[src/logic/serial_pin_mux_pkg.sv]
// Constants and types for the serial-port pin multiplexer.
// Assumes an APB master on REF_CLK (10 MHz) and pins sampled by two flops.
// How it works
// - Port D bits 3 to 5 come up as general-purpose inputs after reset.
// - A port D pin in general-purpose mode drives per its direction bit.
// - Port D function bit set on bits 3 to 5 hands the pin to the synchronous serial port.
// - Port E bits 0 to 2 come up as general-purpose inputs after reset.
// - A port E pin in general-purpose mode drives per its direction bit.
// - Port E function bit set hands the pin to the asynchronous serial port.
// - Sync serial clock pin may be input or output, chosen by the peripheral.
// - Sync receive pin is an input and feeds the receive shift register.
// - Sync transmit pin drives only while the peripheral transmits.
// - Async receive pin carries serial data into the async receiver.
// - Async transmit pin outputs data from the async transmitter.
// - Async clock pin is bidirectional: accepts or supplies the clock.
// - Port D bits 0 to 2 also reset to inputs and share port D registers.
package serial_pin_mux_pkg;
   // ==========================================
   // Register map (byte addresses)
   localparam logic [11:0] PORTD_FUNCTION_SELECT_OFFS = 12'h000;
   localparam logic [11:0] PORTD_DIRECTION_OFFS = 12'h004;
   localparam logic [11:0] PORTD_DATA_OFFS = 12'h008;
   localparam logic [11:0] PORTE_FUNCTION_SELECT_OFFS = 12'h00c;
   localparam logic [11:0] PORTE_DIRECTION_OFFS = 12'h010;
   localparam logic [11:0] PORTE_DATA_OFFS = 12'h014;
   localparam logic [11:0] SYNC_CLOCK_STATUS_OFFS = 12'h018;
   // ==========================================
   // Widths and reset values
   localparam int PORTD_WIDTH = 6;
   localparam int PORTE_WIDTH = 3;
   localparam logic [5:0] PORTD_RESET = 6'h00;
   localparam logic [2:0] PORTE_RESET = 3'h0;
   // Port D bit positions of the synchronous port pins
   localparam int SYNC_CLOCK_BIT = 3;
   localparam int SYNC_RX_BIT = 4;
   localparam int SYNC_TX_BIT = 5;
   // Port E bit positions of the asynchronous port pins
   localparam int ASYNC_RX_BIT = 0;
   localparam int ASYNC_TX_BIT = 1;
   localparam int ASYNC_CLOCK_BIT = 2;
   // ==========================================
   // Link clock timing: least half period, three system clocks
   localparam int REF_CLK_PERIOD_NS = 100;
   localparam int SYNC_CLOCK_MIN_HALF_NS = 300;
   localparam int SYNC_CLOCK_MIN_HALF_CYC =
      (SYNC_CLOCK_MIN_HALF_NS + REF_CLK_PERIOD_NS - 1) / REF_CLK_PERIOD_NS;
   localparam int HALF_COUNT_WIDTH = 3;
   // ==========================================
   // Peripheral-side signal groups
   typedef struct packed {
      logic sck_out;
      logic sck_oe;
      logic tx_data;
      logic tx_active;
   } sync_port_drive_type;
   typedef struct packed {
      logic sck_in;
      logic rx_data;
   } sync_port_sense_type;
   typedef struct packed {
      logic tx_data;
      logic clk_out;
      logic clk_oe;
   } async_port_drive_type;
   typedef struct packed {
      logic rx_data;
      logic clk_in;
   } async_port_sense_type;
endpackage : serial_pin_mux_pkg

[src/logic/pin_cell.sv]
// One multiplexed pin: GPIO or peripheral ownership, with input synchroniser.
// Assumes the pin level may change at any time relative to clk.
`timescale 1ns/100ps
module pin_cell (
   // Clock and reset
   input wire logic clk,
   input wire logic arst_n,
   // Selection
   input wire logic func_sel,
   input wire logic gpio_dir,
   input wire logic gpio_out,
   input wire logic periph_out,
   input wire logic periph_oe,
   // Pin
   input wire logic pin_in,
   output logic pin_out,
   output logic pin_oe,
   // Synchronised pin level
   output logic pin_level
);
   logic meta_q;
   logic sync_q;
   logic out_d;
   logic oe_d;
   logic out_q;
   logic oe_q;

   always_comb begin
      if (func_sel) begin
         out_d = periph_out;
         oe_d = periph_oe;
      end else begin
         out_d = gpio_out;
         oe_d = gpio_dir;
      end
   end

   always_ff @(posedge clk or negedge arst_n) begin
      if (!arst_n) begin
         meta_q <= 1'b0;
         sync_q <= 1'b0;
         out_q <= 1'b0;
         oe_q <= 1'b0;
      end else begin
         meta_q <= pin_in;
         sync_q <= meta_q;
         out_q <= out_d;
         oe_q <= oe_d;
      end
   end

   assign pin_out = out_q;
   assign pin_oe = oe_q;
   assign pin_level = sync_q;

   chk_periph_owns_dir: assert property (@(posedge clk) disable iff (!arst_n)
      func_sel |=> (pin_oe == $past(periph_oe)))
      else $error("Peripheral direction not followed");
   chk_gpio_owns_dir: assert property (@(posedge clk) disable iff (!arst_n)
      !func_sel |=> (pin_oe == $past(gpio_dir)))
      else $error("GPIO direction not followed");
endmodule : pin_cell

[src/logic/serial_pin_mux.sv]
// Pin multiplexer for the sync and async serial ports on ports D and E.
// Assumes an APB master on REF_CLK; serial engines sit outside on PERIPH ports.
`timescale 1ns/100ps
module serial_pin_mux
   import serial_pin_mux_pkg::*;
(
   // Clock and reset
   input wire logic REF_CLK,
   input wire logic ARST_N,
   // APB slave
   input wire logic PSEL,
   input wire logic PENABLE,
   input wire logic PWRITE,
   input wire logic [11:0] PADDR,
   input wire logic [31:0] PWDATA,
   output logic [31:0] PRDATA,
   output logic PREADY,
   output logic PSLVERR,
   // Port D pins
   input wire logic [PORTD_WIDTH-1:0] PORTD_IN,
   output logic [PORTD_WIDTH-1:0] PORTD_OUT,
   output logic [PORTD_WIDTH-1:0] PORTD_OE,
   // Port E pins
   input wire logic [PORTE_WIDTH-1:0] PORTE_IN,
   output logic [PORTE_WIDTH-1:0] PORTE_OUT,
   output logic [PORTE_WIDTH-1:0] PORTE_OE,
   // Synchronous serial engine
   input wire sync_port_drive_type SYNC_DRIVE,
   output sync_port_sense_type SYNC_SENSE,
   // Asynchronous serial engine
   input wire async_port_drive_type ASYNC_DRIVE,
   output async_port_sense_type ASYNC_SENSE
);
   // ==========================================
   // Registers
   logic [PORTD_WIDTH-1:0] d_func_q, d_func_d;
   logic [PORTD_WIDTH-1:0] d_dir_q, d_dir_d;
   logic [PORTD_WIDTH-1:0] d_data_q, d_data_d;
   logic [PORTE_WIDTH-1:0] e_func_q, e_func_d;
   logic [PORTE_WIDTH-1:0] e_dir_q, e_dir_d;
   logic [PORTE_WIDTH-1:0] e_data_q, e_data_d;
   logic [31:0] prdata_q, prdata_d;
   logic pready_q, pready_d;
   logic pslverr_q, pslverr_d;
   logic access;
   logic mapped;

   // Pin-cell wiring
   logic [PORTD_WIDTH-1:0] d_per_out, d_per_oe, d_level;
   logic [PORTE_WIDTH-1:0] e_per_out, e_per_oe, e_level;

   // Sync clock watchdog state
   logic sck_prev_q, sck_prev_d;
   logic [HALF_COUNT_WIDTH-1:0] half_cnt_q, half_cnt_d;
   logic short_half_q, short_half_d;

   assign access = PSEL && PENABLE && !pready_q;

   always_comb begin
      unique case (PADDR)
         PORTD_FUNCTION_SELECT_OFFS, PORTD_DIRECTION_OFFS, PORTD_DATA_OFFS,
         PORTE_FUNCTION_SELECT_OFFS, PORTE_DIRECTION_OFFS, PORTE_DATA_OFFS,
         SYNC_CLOCK_STATUS_OFFS: mapped = 1'b1;
         default: mapped = 1'b0;
      endcase
   end

   // ==========================================
   // APB register file, one wait state: answer on second access edge
   always_comb begin
      d_func_d = d_func_q;
      d_dir_d = d_dir_q;
      d_data_d = d_data_q;
      e_func_d = e_func_q;
      e_dir_d = e_dir_q;
      e_data_d = e_data_q;
      prdata_d = prdata_q;
      pready_d = 1'b0;
      pslverr_d = 1'b0;
      if (access) begin
         pready_d = 1'b1;
         pslverr_d = !mapped;
         prdata_d = 32'h0000_0000;
         if (PWRITE) begin
            unique case (PADDR)
               PORTD_FUNCTION_SELECT_OFFS: d_func_d = PWDATA[PORTD_WIDTH-1:0];
               PORTD_DIRECTION_OFFS: d_dir_d = PWDATA[PORTD_WIDTH-1:0];
               PORTD_DATA_OFFS: d_data_d = PWDATA[PORTD_WIDTH-1:0];
               PORTE_FUNCTION_SELECT_OFFS: e_func_d = PWDATA[PORTE_WIDTH-1:0];
               PORTE_DIRECTION_OFFS: e_dir_d = PWDATA[PORTE_WIDTH-1:0];
               PORTE_DATA_OFFS: e_data_d = PWDATA[PORTE_WIDTH-1:0];
               default: ;
            endcase
         end else begin
            unique case (PADDR)
               PORTD_FUNCTION_SELECT_OFFS: prdata_d[PORTD_WIDTH-1:0] = d_func_q;
               PORTD_DIRECTION_OFFS: prdata_d[PORTD_WIDTH-1:0] = d_dir_q;
               PORTD_DATA_OFFS: prdata_d[PORTD_WIDTH-1:0] = d_level;
               PORTE_FUNCTION_SELECT_OFFS: prdata_d[PORTE_WIDTH-1:0] = e_func_q;
               PORTE_DIRECTION_OFFS: prdata_d[PORTE_WIDTH-1:0] = e_dir_q;
               PORTE_DATA_OFFS: prdata_d[PORTE_WIDTH-1:0] = e_level;
               SYNC_CLOCK_STATUS_OFFS: prdata_d[0] = short_half_q;
               default: ;
            endcase
         end
      end
   end

   always_ff @(posedge REF_CLK or negedge ARST_N) begin
      if (!ARST_N) begin
         d_func_q <= PORTD_RESET;
         d_dir_q <= PORTD_RESET;
         d_data_q <= PORTD_RESET;
         e_func_q <= PORTE_RESET;
         e_dir_q <= PORTE_RESET;
         e_data_q <= PORTE_RESET;
         prdata_q <= 32'h0000_0000;
         pready_q <= 1'b0;
         pslverr_q <= 1'b0;
      end else begin
         d_func_q <= d_func_d;
         d_dir_q <= d_dir_d;
         d_data_q <= d_data_d;
         e_func_q <= e_func_d;
         e_dir_q <= e_dir_d;
         e_data_q <= e_data_d;
         prdata_q <= prdata_d;
         pready_q <= pready_d;
         pslverr_q <= pslverr_d;
      end
   end

   assign PRDATA = prdata_q;
   assign PREADY = pready_q;
   assign PSLVERR = pslverr_q;

   // ==========================================
   // Peripheral drive per pin
   always_comb begin
      d_per_out = '0;
      d_per_oe = '0;
      d_per_out[SYNC_CLOCK_BIT] = SYNC_DRIVE.sck_out;
      d_per_oe[SYNC_CLOCK_BIT] = SYNC_DRIVE.sck_oe;
      d_per_oe[SYNC_RX_BIT] = 1'b0;
      d_per_out[SYNC_TX_BIT] = SYNC_DRIVE.tx_data;
      d_per_oe[SYNC_TX_BIT] = SYNC_DRIVE.tx_active;
      e_per_out = '0;
      e_per_oe = '0;
      e_per_oe[ASYNC_RX_BIT] = 1'b0;
      e_per_out[ASYNC_TX_BIT] = ASYNC_DRIVE.tx_data;
      e_per_oe[ASYNC_TX_BIT] = 1'b1;
      e_per_out[ASYNC_CLOCK_BIT] = ASYNC_DRIVE.clk_out;
      e_per_oe[ASYNC_CLOCK_BIT] = ASYNC_DRIVE.clk_oe;
   end

   // ==========================================
   // Pin cells
   for (genvar i = 0; i < PORTD_WIDTH; i++) begin : g_portd
      pin_cell u_cell (
         .clk(REF_CLK),
         .arst_n(ARST_N),
         .func_sel(d_func_q[i]),
         .gpio_dir(d_dir_q[i]),
         .gpio_out(d_data_q[i]),
         .periph_out(d_per_out[i]),
         .periph_oe(d_per_oe[i]),
         .pin_in(PORTD_IN[i]),
         .pin_out(PORTD_OUT[i]),
         .pin_oe(PORTD_OE[i]),
         .pin_level(d_level[i])
      );
   end
   for (genvar i = 0; i < PORTE_WIDTH; i++) begin : g_porte
      pin_cell u_cell (
         .clk(REF_CLK),
         .arst_n(ARST_N),
         .func_sel(e_func_q[i]),
         .gpio_dir(e_dir_q[i]),
         .gpio_out(e_data_q[i]),
         .periph_out(e_per_out[i]),
         .periph_oe(e_per_oe[i]),
         .pin_in(PORTE_IN[i]),
         .pin_out(PORTE_OUT[i]),
         .pin_oe(PORTE_OE[i]),
         .pin_level(e_level[i])
      );
   end

   // Sense outputs are held low while the pin belongs to GPIO
   always_ff @(posedge REF_CLK or negedge ARST_N) begin
      if (!ARST_N) begin
         SYNC_SENSE <= '0;
         ASYNC_SENSE <= '0;
      end else begin
         SYNC_SENSE.sck_in <= d_func_q[SYNC_CLOCK_BIT] & d_level[SYNC_CLOCK_BIT];
         SYNC_SENSE.rx_data <= d_func_q[SYNC_RX_BIT] & d_level[SYNC_RX_BIT];
         ASYNC_SENSE.rx_data <= e_func_q[ASYNC_RX_BIT] & e_level[ASYNC_RX_BIT];
         ASYNC_SENSE.clk_in <= e_func_q[ASYNC_CLOCK_BIT] & e_level[ASYNC_CLOCK_BIT];
      end
   end

   // ==========================================
   // External sync clock check: sticky flag on a half shorter than allowed.
   // Only a monitor; the clock is still passed on, software decides.
   always_comb begin
      sck_prev_d = d_level[SYNC_CLOCK_BIT];
      half_cnt_d = half_cnt_q;
      short_half_d = short_half_q;
      if (sck_prev_q != d_level[SYNC_CLOCK_BIT]) begin
         half_cnt_d = 3'd1;
         if (d_func_q[SYNC_CLOCK_BIT] && !SYNC_DRIVE.sck_oe &&
             half_cnt_q < HALF_COUNT_WIDTH'(SYNC_CLOCK_MIN_HALF_CYC)) begin
            short_half_d = 1'b1;
         end
      end else if (half_cnt_q != 3'h7) begin
         half_cnt_d = half_cnt_q + 3'd1;
      end
      if (access && !PWRITE && PADDR == SYNC_CLOCK_STATUS_OFFS) begin
         short_half_d = 1'b0;
      end
      if (sck_prev_q != d_level[SYNC_CLOCK_BIT] && d_func_q[SYNC_CLOCK_BIT] &&
          !SYNC_DRIVE.sck_oe &&
          half_cnt_q < HALF_COUNT_WIDTH'(SYNC_CLOCK_MIN_HALF_CYC)) begin
         short_half_d = 1'b1;
      end
   end

   always_ff @(posedge REF_CLK or negedge ARST_N) begin
      if (!ARST_N) begin
         sck_prev_q <= 1'b0;
         half_cnt_q <= 3'h7;
         short_half_q <= 1'b0;
      end else begin
         sck_prev_q <= sck_prev_d;
         half_cnt_q <= half_cnt_d;
         short_half_q <= short_half_d;
      end
   end

   // ==========================================
   // Checks
   chk_reset_inputs: assert property (@(posedge REF_CLK) disable iff (!ARST_N)
      $rose(ARST_N) |-> (d_func_q == '0 && e_func_q == '0))
      else $error("Pins not GPIO after reset");
   chk_portd_gpio_dir: assert property (@(posedge REF_CLK) disable iff (!ARST_N)
      (!d_func_q[0] && $stable(d_func_q) && $stable(d_dir_q)) |=>
      (PORTD_OE[0] == $past(d_dir_q[0])))
      else $error("Port D GPIO direction wrong");
   chk_porte_gpio_dir: assert property (@(posedge REF_CLK) disable iff (!ARST_N)
      (!e_func_q[1] && $stable(e_func_q) && $stable(e_dir_q)) |=>
      (PORTE_OE[1] == $past(e_dir_q[1])))
      else $error("Port E GPIO direction wrong");
   chk_sync_tx_drive: assert property (@(posedge REF_CLK) disable iff (!ARST_N)
      (d_func_q[SYNC_TX_BIT] && $stable(d_func_q)) |=>
      (PORTD_OE[SYNC_TX_BIT] == $past(SYNC_DRIVE.tx_active)))
      else $error("Sync transmit pin drive wrong");
   chk_sync_rx_input: assert property (@(posedge REF_CLK) disable iff (!ARST_N)
      (d_func_q[SYNC_RX_BIT] && $stable(d_func_q)) |=> !PORTD_OE[SYNC_RX_BIT])
      else $error("Sync receive pin driven");
   chk_async_tx_drive: assert property (@(posedge REF_CLK) disable iff (!ARST_N)
      (e_func_q[ASYNC_TX_BIT] && $stable(e_func_q)) |=>
      (PORTE_OE[ASYNC_TX_BIT] && PORTE_OUT[ASYNC_TX_BIT] == $past(ASYNC_DRIVE.tx_data)))
      else $error("Async transmit pin wrong");
   chk_async_clk_dir: assert property (@(posedge REF_CLK) disable iff (!ARST_N)
      (e_func_q[ASYNC_CLOCK_BIT] && $stable(e_func_q)) |=>
      (PORTE_OE[ASYNC_CLOCK_BIT] == $past(ASYNC_DRIVE.clk_oe)))
      else $error("Async clock direction wrong");
   chk_sync_clk_dir: assert property (@(posedge REF_CLK) disable iff (!ARST_N)
      (d_func_q[SYNC_CLOCK_BIT] && $stable(d_func_q)) |=>
      (PORTD_OE[SYNC_CLOCK_BIT] == $past(SYNC_DRIVE.sck_oe)))
      else $error("Sync clock direction wrong");
   chk_apb_answer: assert property (@(posedge REF_CLK) disable iff (!ARST_N)
      (PSEL && PENABLE && !PREADY) |=> PREADY)
      else $error("APB answer late");
   cov_sync_func: cover property (@(posedge REF_CLK) disable iff (!ARST_N)
      d_func_q[SYNC_TX_BIT] && PORTD_OE[SYNC_TX_BIT]);
   cov_async_func: cover property (@(posedge REF_CLK) disable iff (!ARST_N)
      e_func_q[ASYNC_TX_BIT] && PORTE_OE[ASYNC_TX_BIT]);
   cov_short_half: cover property (@(posedge REF_CLK) disable iff (!ARST_N)
      $rose(short_half_q));
endmodule : serial_pin_mux

[config.mk]
export PLATFORM = sky130hd
export DESIGN_NAME = serial_pin_mux
export DESIGN_NICKNAME = d
export VERILOG_FILES = /design/src/logic/serial_pin_mux_pkg.sv /design/src/logic/pin_cell.sv /design/src/logic/serial_pin_mux.sv
export SDC_FILE = /design/constraint.sdc
export NUM_CORES = 1
export LEC_CHECK = 0
export BUFFER_PORTS_ARGS = -buffer_cell sky130_fd_sc_hd__buf_2
export CORE_MARGIN = 5
export CORE_UTILIZATION = 38
export CTS_CLUSTER_DIAMETER = 150
export CTS_CLUSTER_SIZE = 8
export DETAILED_ROUTE_END_ITERATION = 8
export SLEW_MARGIN = 20
export SYNTH_ARGS = -nofsm -noshare
export SYNTH_HDL_FRONTEND = slang
export SYNTH_SLANG_ARGS = --single-unit
[constraint.sdc]
create_clock -name REF_CLK -period 2.3 [get_ports REF_CLK]
set_clock_uncertainty 0.05 [all_clocks]
set_input_delay 0.46 -clock REF_CLK [delete_from_list [all_inputs] [get_ports REF_CLK]]
set_output_delay 0.46 -clock REF_CLK [all_outputs]
set_load 0.05 [all_outputs]
==> flow_summary.json <==
{
  "irDropWorstVdd_mv": 0.2405,
  "totalWireLength_um": 6603,
  "fp.dieArea_um2": 11010,
  "synth_seq_cells": 80,
  "crit_path_max_fanout": 5,
  "overflow": 0,
  "rr_worst_depth": 5,
  "worst_setup_hold_path_clk_slew_ps": 80,
  "synthesized_area_fraction_occupied_by_adder_cells": 0.007310,
  "synth_area_um2": 3423,
  "final.setup.tns_ps": 0,
  "vias_per_cell": 4.574,
  "fin_nets": 393,
  "number_of_antenna_violations_at_the_first_check_in_global_routing": 0,
  "yosysWarnings": 0,
  "drt_iter0_markers": 60,
  "setup_viol": 0,
  "syn-mean-instance-area_um2": 13.22,
  "initial_utilization": 0.3906,
  "multi_input_gate_area_in_the_final_layout_um2": 1150,
  "status": "finished clean",
  "power-per-cell-area_nw_per_um2": 741.8,
  "syn-instance-count": 259,
  "worstPathCellList": "buf_2 > nor4_4 > nand4_1 > nor2b_1 > buf_4 > mux2_2",
  "numCtsBuffers": 9,
  "drc": 0,
  "timing.fmax_mhz": 513.7,
  "synth_top_cell_area_share": 0.5629,
  "synth_ff_type": "dfrtp_1",
  "routabilityCongestion": 0.7622,
  "critPathCaptureType": "flip-flop",
  "post-synth-top-count-cell": "dfrtp_1",
  "routed_length_per_placed_instance_um": 15.04,
  "grt_pass1_vias": 2121,
  "cts-resized-gates": 0,
  "dpl_worst_slack_ps": 3.884,
  "yosysSeqAreaShare": 0.5859,
  "ff2ff_setup_slack_ps": 380,
  "largest_family_of_logic_cells_by_synthesized_area": "multiplexers",
  "yosys-mux-area-fraction": 0.1542,
  "complex_gate_fraction_of_the_synthesized_area": 0.02668,
  "yosysUniqueCellTypes": 38,
  "pin_count": 121,
  "cap_violations": 0,
  "slew_viol_final": 0,
  "post-place-cells": 423,
  "startpoint_type": "primary input",
  "synth.cells.most_frequent": "dfrtp_1 (77), buf_4 (44), mux2_2 (34)",
  "clkSinkCount": 80,
  "cts_hold_repair.buffers": 0,
  "cpPeakStageDelay_ps": 370,
  "clockBufferDepth": 2,
  "yosys-top-cells-area": "dfrtp_1 (56%), mux2_2 (11%), buf_4 (9.6%), mux2i_1 (2.9%), dfstp_2 (2.3%)",
  "rsz_0062_raised_after_global_routing": "false",
  "tritoncts": "built",
  "post-route-min-period_ps": 1947,
  "yosys.area_share.xor_xnor": 0.005117,
  "later_pin_clock_latency_in_the_skew_report_ps": 350,
  "grt_max_degree": 81,
  "timing.final.ws_setup_ps": 353.3,
  "cp.arrival_ps": 2130,
  "yosysTopAreaCell": "dfrtp_1",
  "required_ps": 2490,
  "final-hold-violation-count": 0,
  "final.fill_count": 829,
  "grt_first_pass_wirelength_um": 10900,
  "final_cells": 439,
  "synth_enable_flop_cells": 0,
  "post-cts-setup-buffer-count": 0,
  "rows": 34,
  "die_height_um": 104.9,
  "synthArstFlopShare": 1.000,
  "power_leakage_nw": 2.102,
  "die_w_um": 104.9,
  "layout-area-overhead-vs-synth_pct": 16.08,
  "final_antenna_net_count": 0,
  "antennaDiodeCount": 0,
  "first_pass_iters": 3,
  "report.power.total_w": 0.002948,
  "cp_class": "primary input to flip-flop",
  "worst_hold_path_type": "primary input to asynchronous set/reset pin",
  "portBuffers": 68,
  "cts.root.buffer_cell": "clkbuf_8",
  "detailroute.via_count": 2008,
  "h_tree_level_count": 3,
  "layout-drive-gt1-share": 0.4320,
  "critPathSlowestCell": "nor4_4",
  "yosys.area_share.simple": 0.1140,
  "part_of_the_cycle_the_worst_path_needs": 0.8464,
  "hpwl_um": 4753,
  "final-seq-area_um2": 2006,
  "grt_usage": 0.1261,
  "core_area_um2": 8763
}
layout by cell type (no fill, tap or decap), types with 3 or more instances in the layout:
| master | count |
|---|---|
| a21oi_1 | 4 |
| and2_1 | 4 |
| buf_2 | 67 |
| buf_4 | 12 |
| clkbuf_8 | 11 |
| conb_1 | 26 |
| dfrtp_1 | 77 |
| dfstp_2 | 3 |
| mux2_2 | 34 |
| mux2i_1 | 10 |
| nand2_1 | 11 |
| nand4_1 | 4 |
| nor2_1 | 10 |
| nor2b_1 | 12 |
| o21ai_0 | 8 |
through the flow:
step | area, um2 | hold slack, ps | util
after floorplan | 3517 | 114.4 | -
after global placement | 3744 | 282.7 | 0.4272
after detailed placement | 3744 | 284.7 | 0.4272
after CTS | 3974 | 80.86 | 0.4535
after global routing | 3974 | 104.9 | 0.4535
final | 3974 | 41.70 | 0.4535
cell type report:
type | count | share of cell area
clock inverter | 5 | 0.01984
clock buffer | 11 | 0.03810
sequential | 80 | 0.5047
tap | 108 | 0.03401
inverter | 2 | 0.001889
timing repair buffer | 80 | 0.1121
multi-input combinational | 153 | 0.2894
power breakdown:
group	switching, W	internal, W
combinational	0.000211	0.0000806
clock	0.000503	0.000669
sequential	0.0000239	0.00146
metal layers:
| layer | part of all wire | vias up | global-route usage | wire length, um |
|---|---|---|---|---|
| met5 | 0 | - | 0 | 0 |
| met4 | 0.020 | 0 | 0.05753 | 134 |
| met3 | 0.070 | 13 | 0.03761 | 465 |
| met2 | 0.46 | 61 | 0.1906 | 3059 |
| met1 | 0.45 | 988 | 0.1672 | 2942 |
| li1 | - | 946 | - | - |
state kept, by name, summed over array words and instances, names as in the netlist:
register	cells
g_porte.u_cell.pin_out	3
g_porte.u_cell.pin_level	3
e_data_q	3
d_func_q	6
PRDATA	6
sck_prev_q	1
g_portd.u_cell.pin_out	6
g_porte.u_cell.meta_q	3
e_dir_q	3
PREADY	1
ASYNC_SENSE	2
g_portd.u_cell.pin_level	6
e_func_q	3
g_porte.u_cell.pin_oe	3
SYNC_SENSE	2
short_half_q	1
half_cnt_q	3
g_portd.u_cell.pin_oe	6
g_portd.u_cell.meta_q	6
PSLVERR	1
d_dir_q	6
d_data_q	6
final timing paths:
check                                               from                           to
min in group REF_CLK                         PORTE_IN[2]     g_porte[2].u_cell.meta_q
worst min register to register  g_portd[0].u_cell.meta_q  g_portd[0].u_cell.pin_level
max in group asynchronous                         ARST_N                      PSLVERR
worst min-delay path                              ARST_N     g_portd[5].u_cell.pin_oe
worst max register to register                    PREADY                  d_data_q[1]
worst max-delay path                            PADDR[9]                  d_data_q[1]
logic make-up (layout without fill, tap and decap cells):
| kind of cell | after synthesis | count (layout) |
|---|---|---|
| flops | 80 | 80 |
| other cells | 1 | 26 |
| mux | 46 | 46 |
| fa+ha+maj | 2 | 2 |
| compound gates | 16 | 16 |
| buf+inv | 51 | 98 |
| simple gates | 61 | 61 |
| xor+xnor | 2 | 2 |
worst max-delay path: cells and delay by family:
family,cells,cell delay (ps)
buffers and inverters,2,300
muxes,1,330
and+or+nand+nor,3,1040
(Power assumes the default switching activity.)
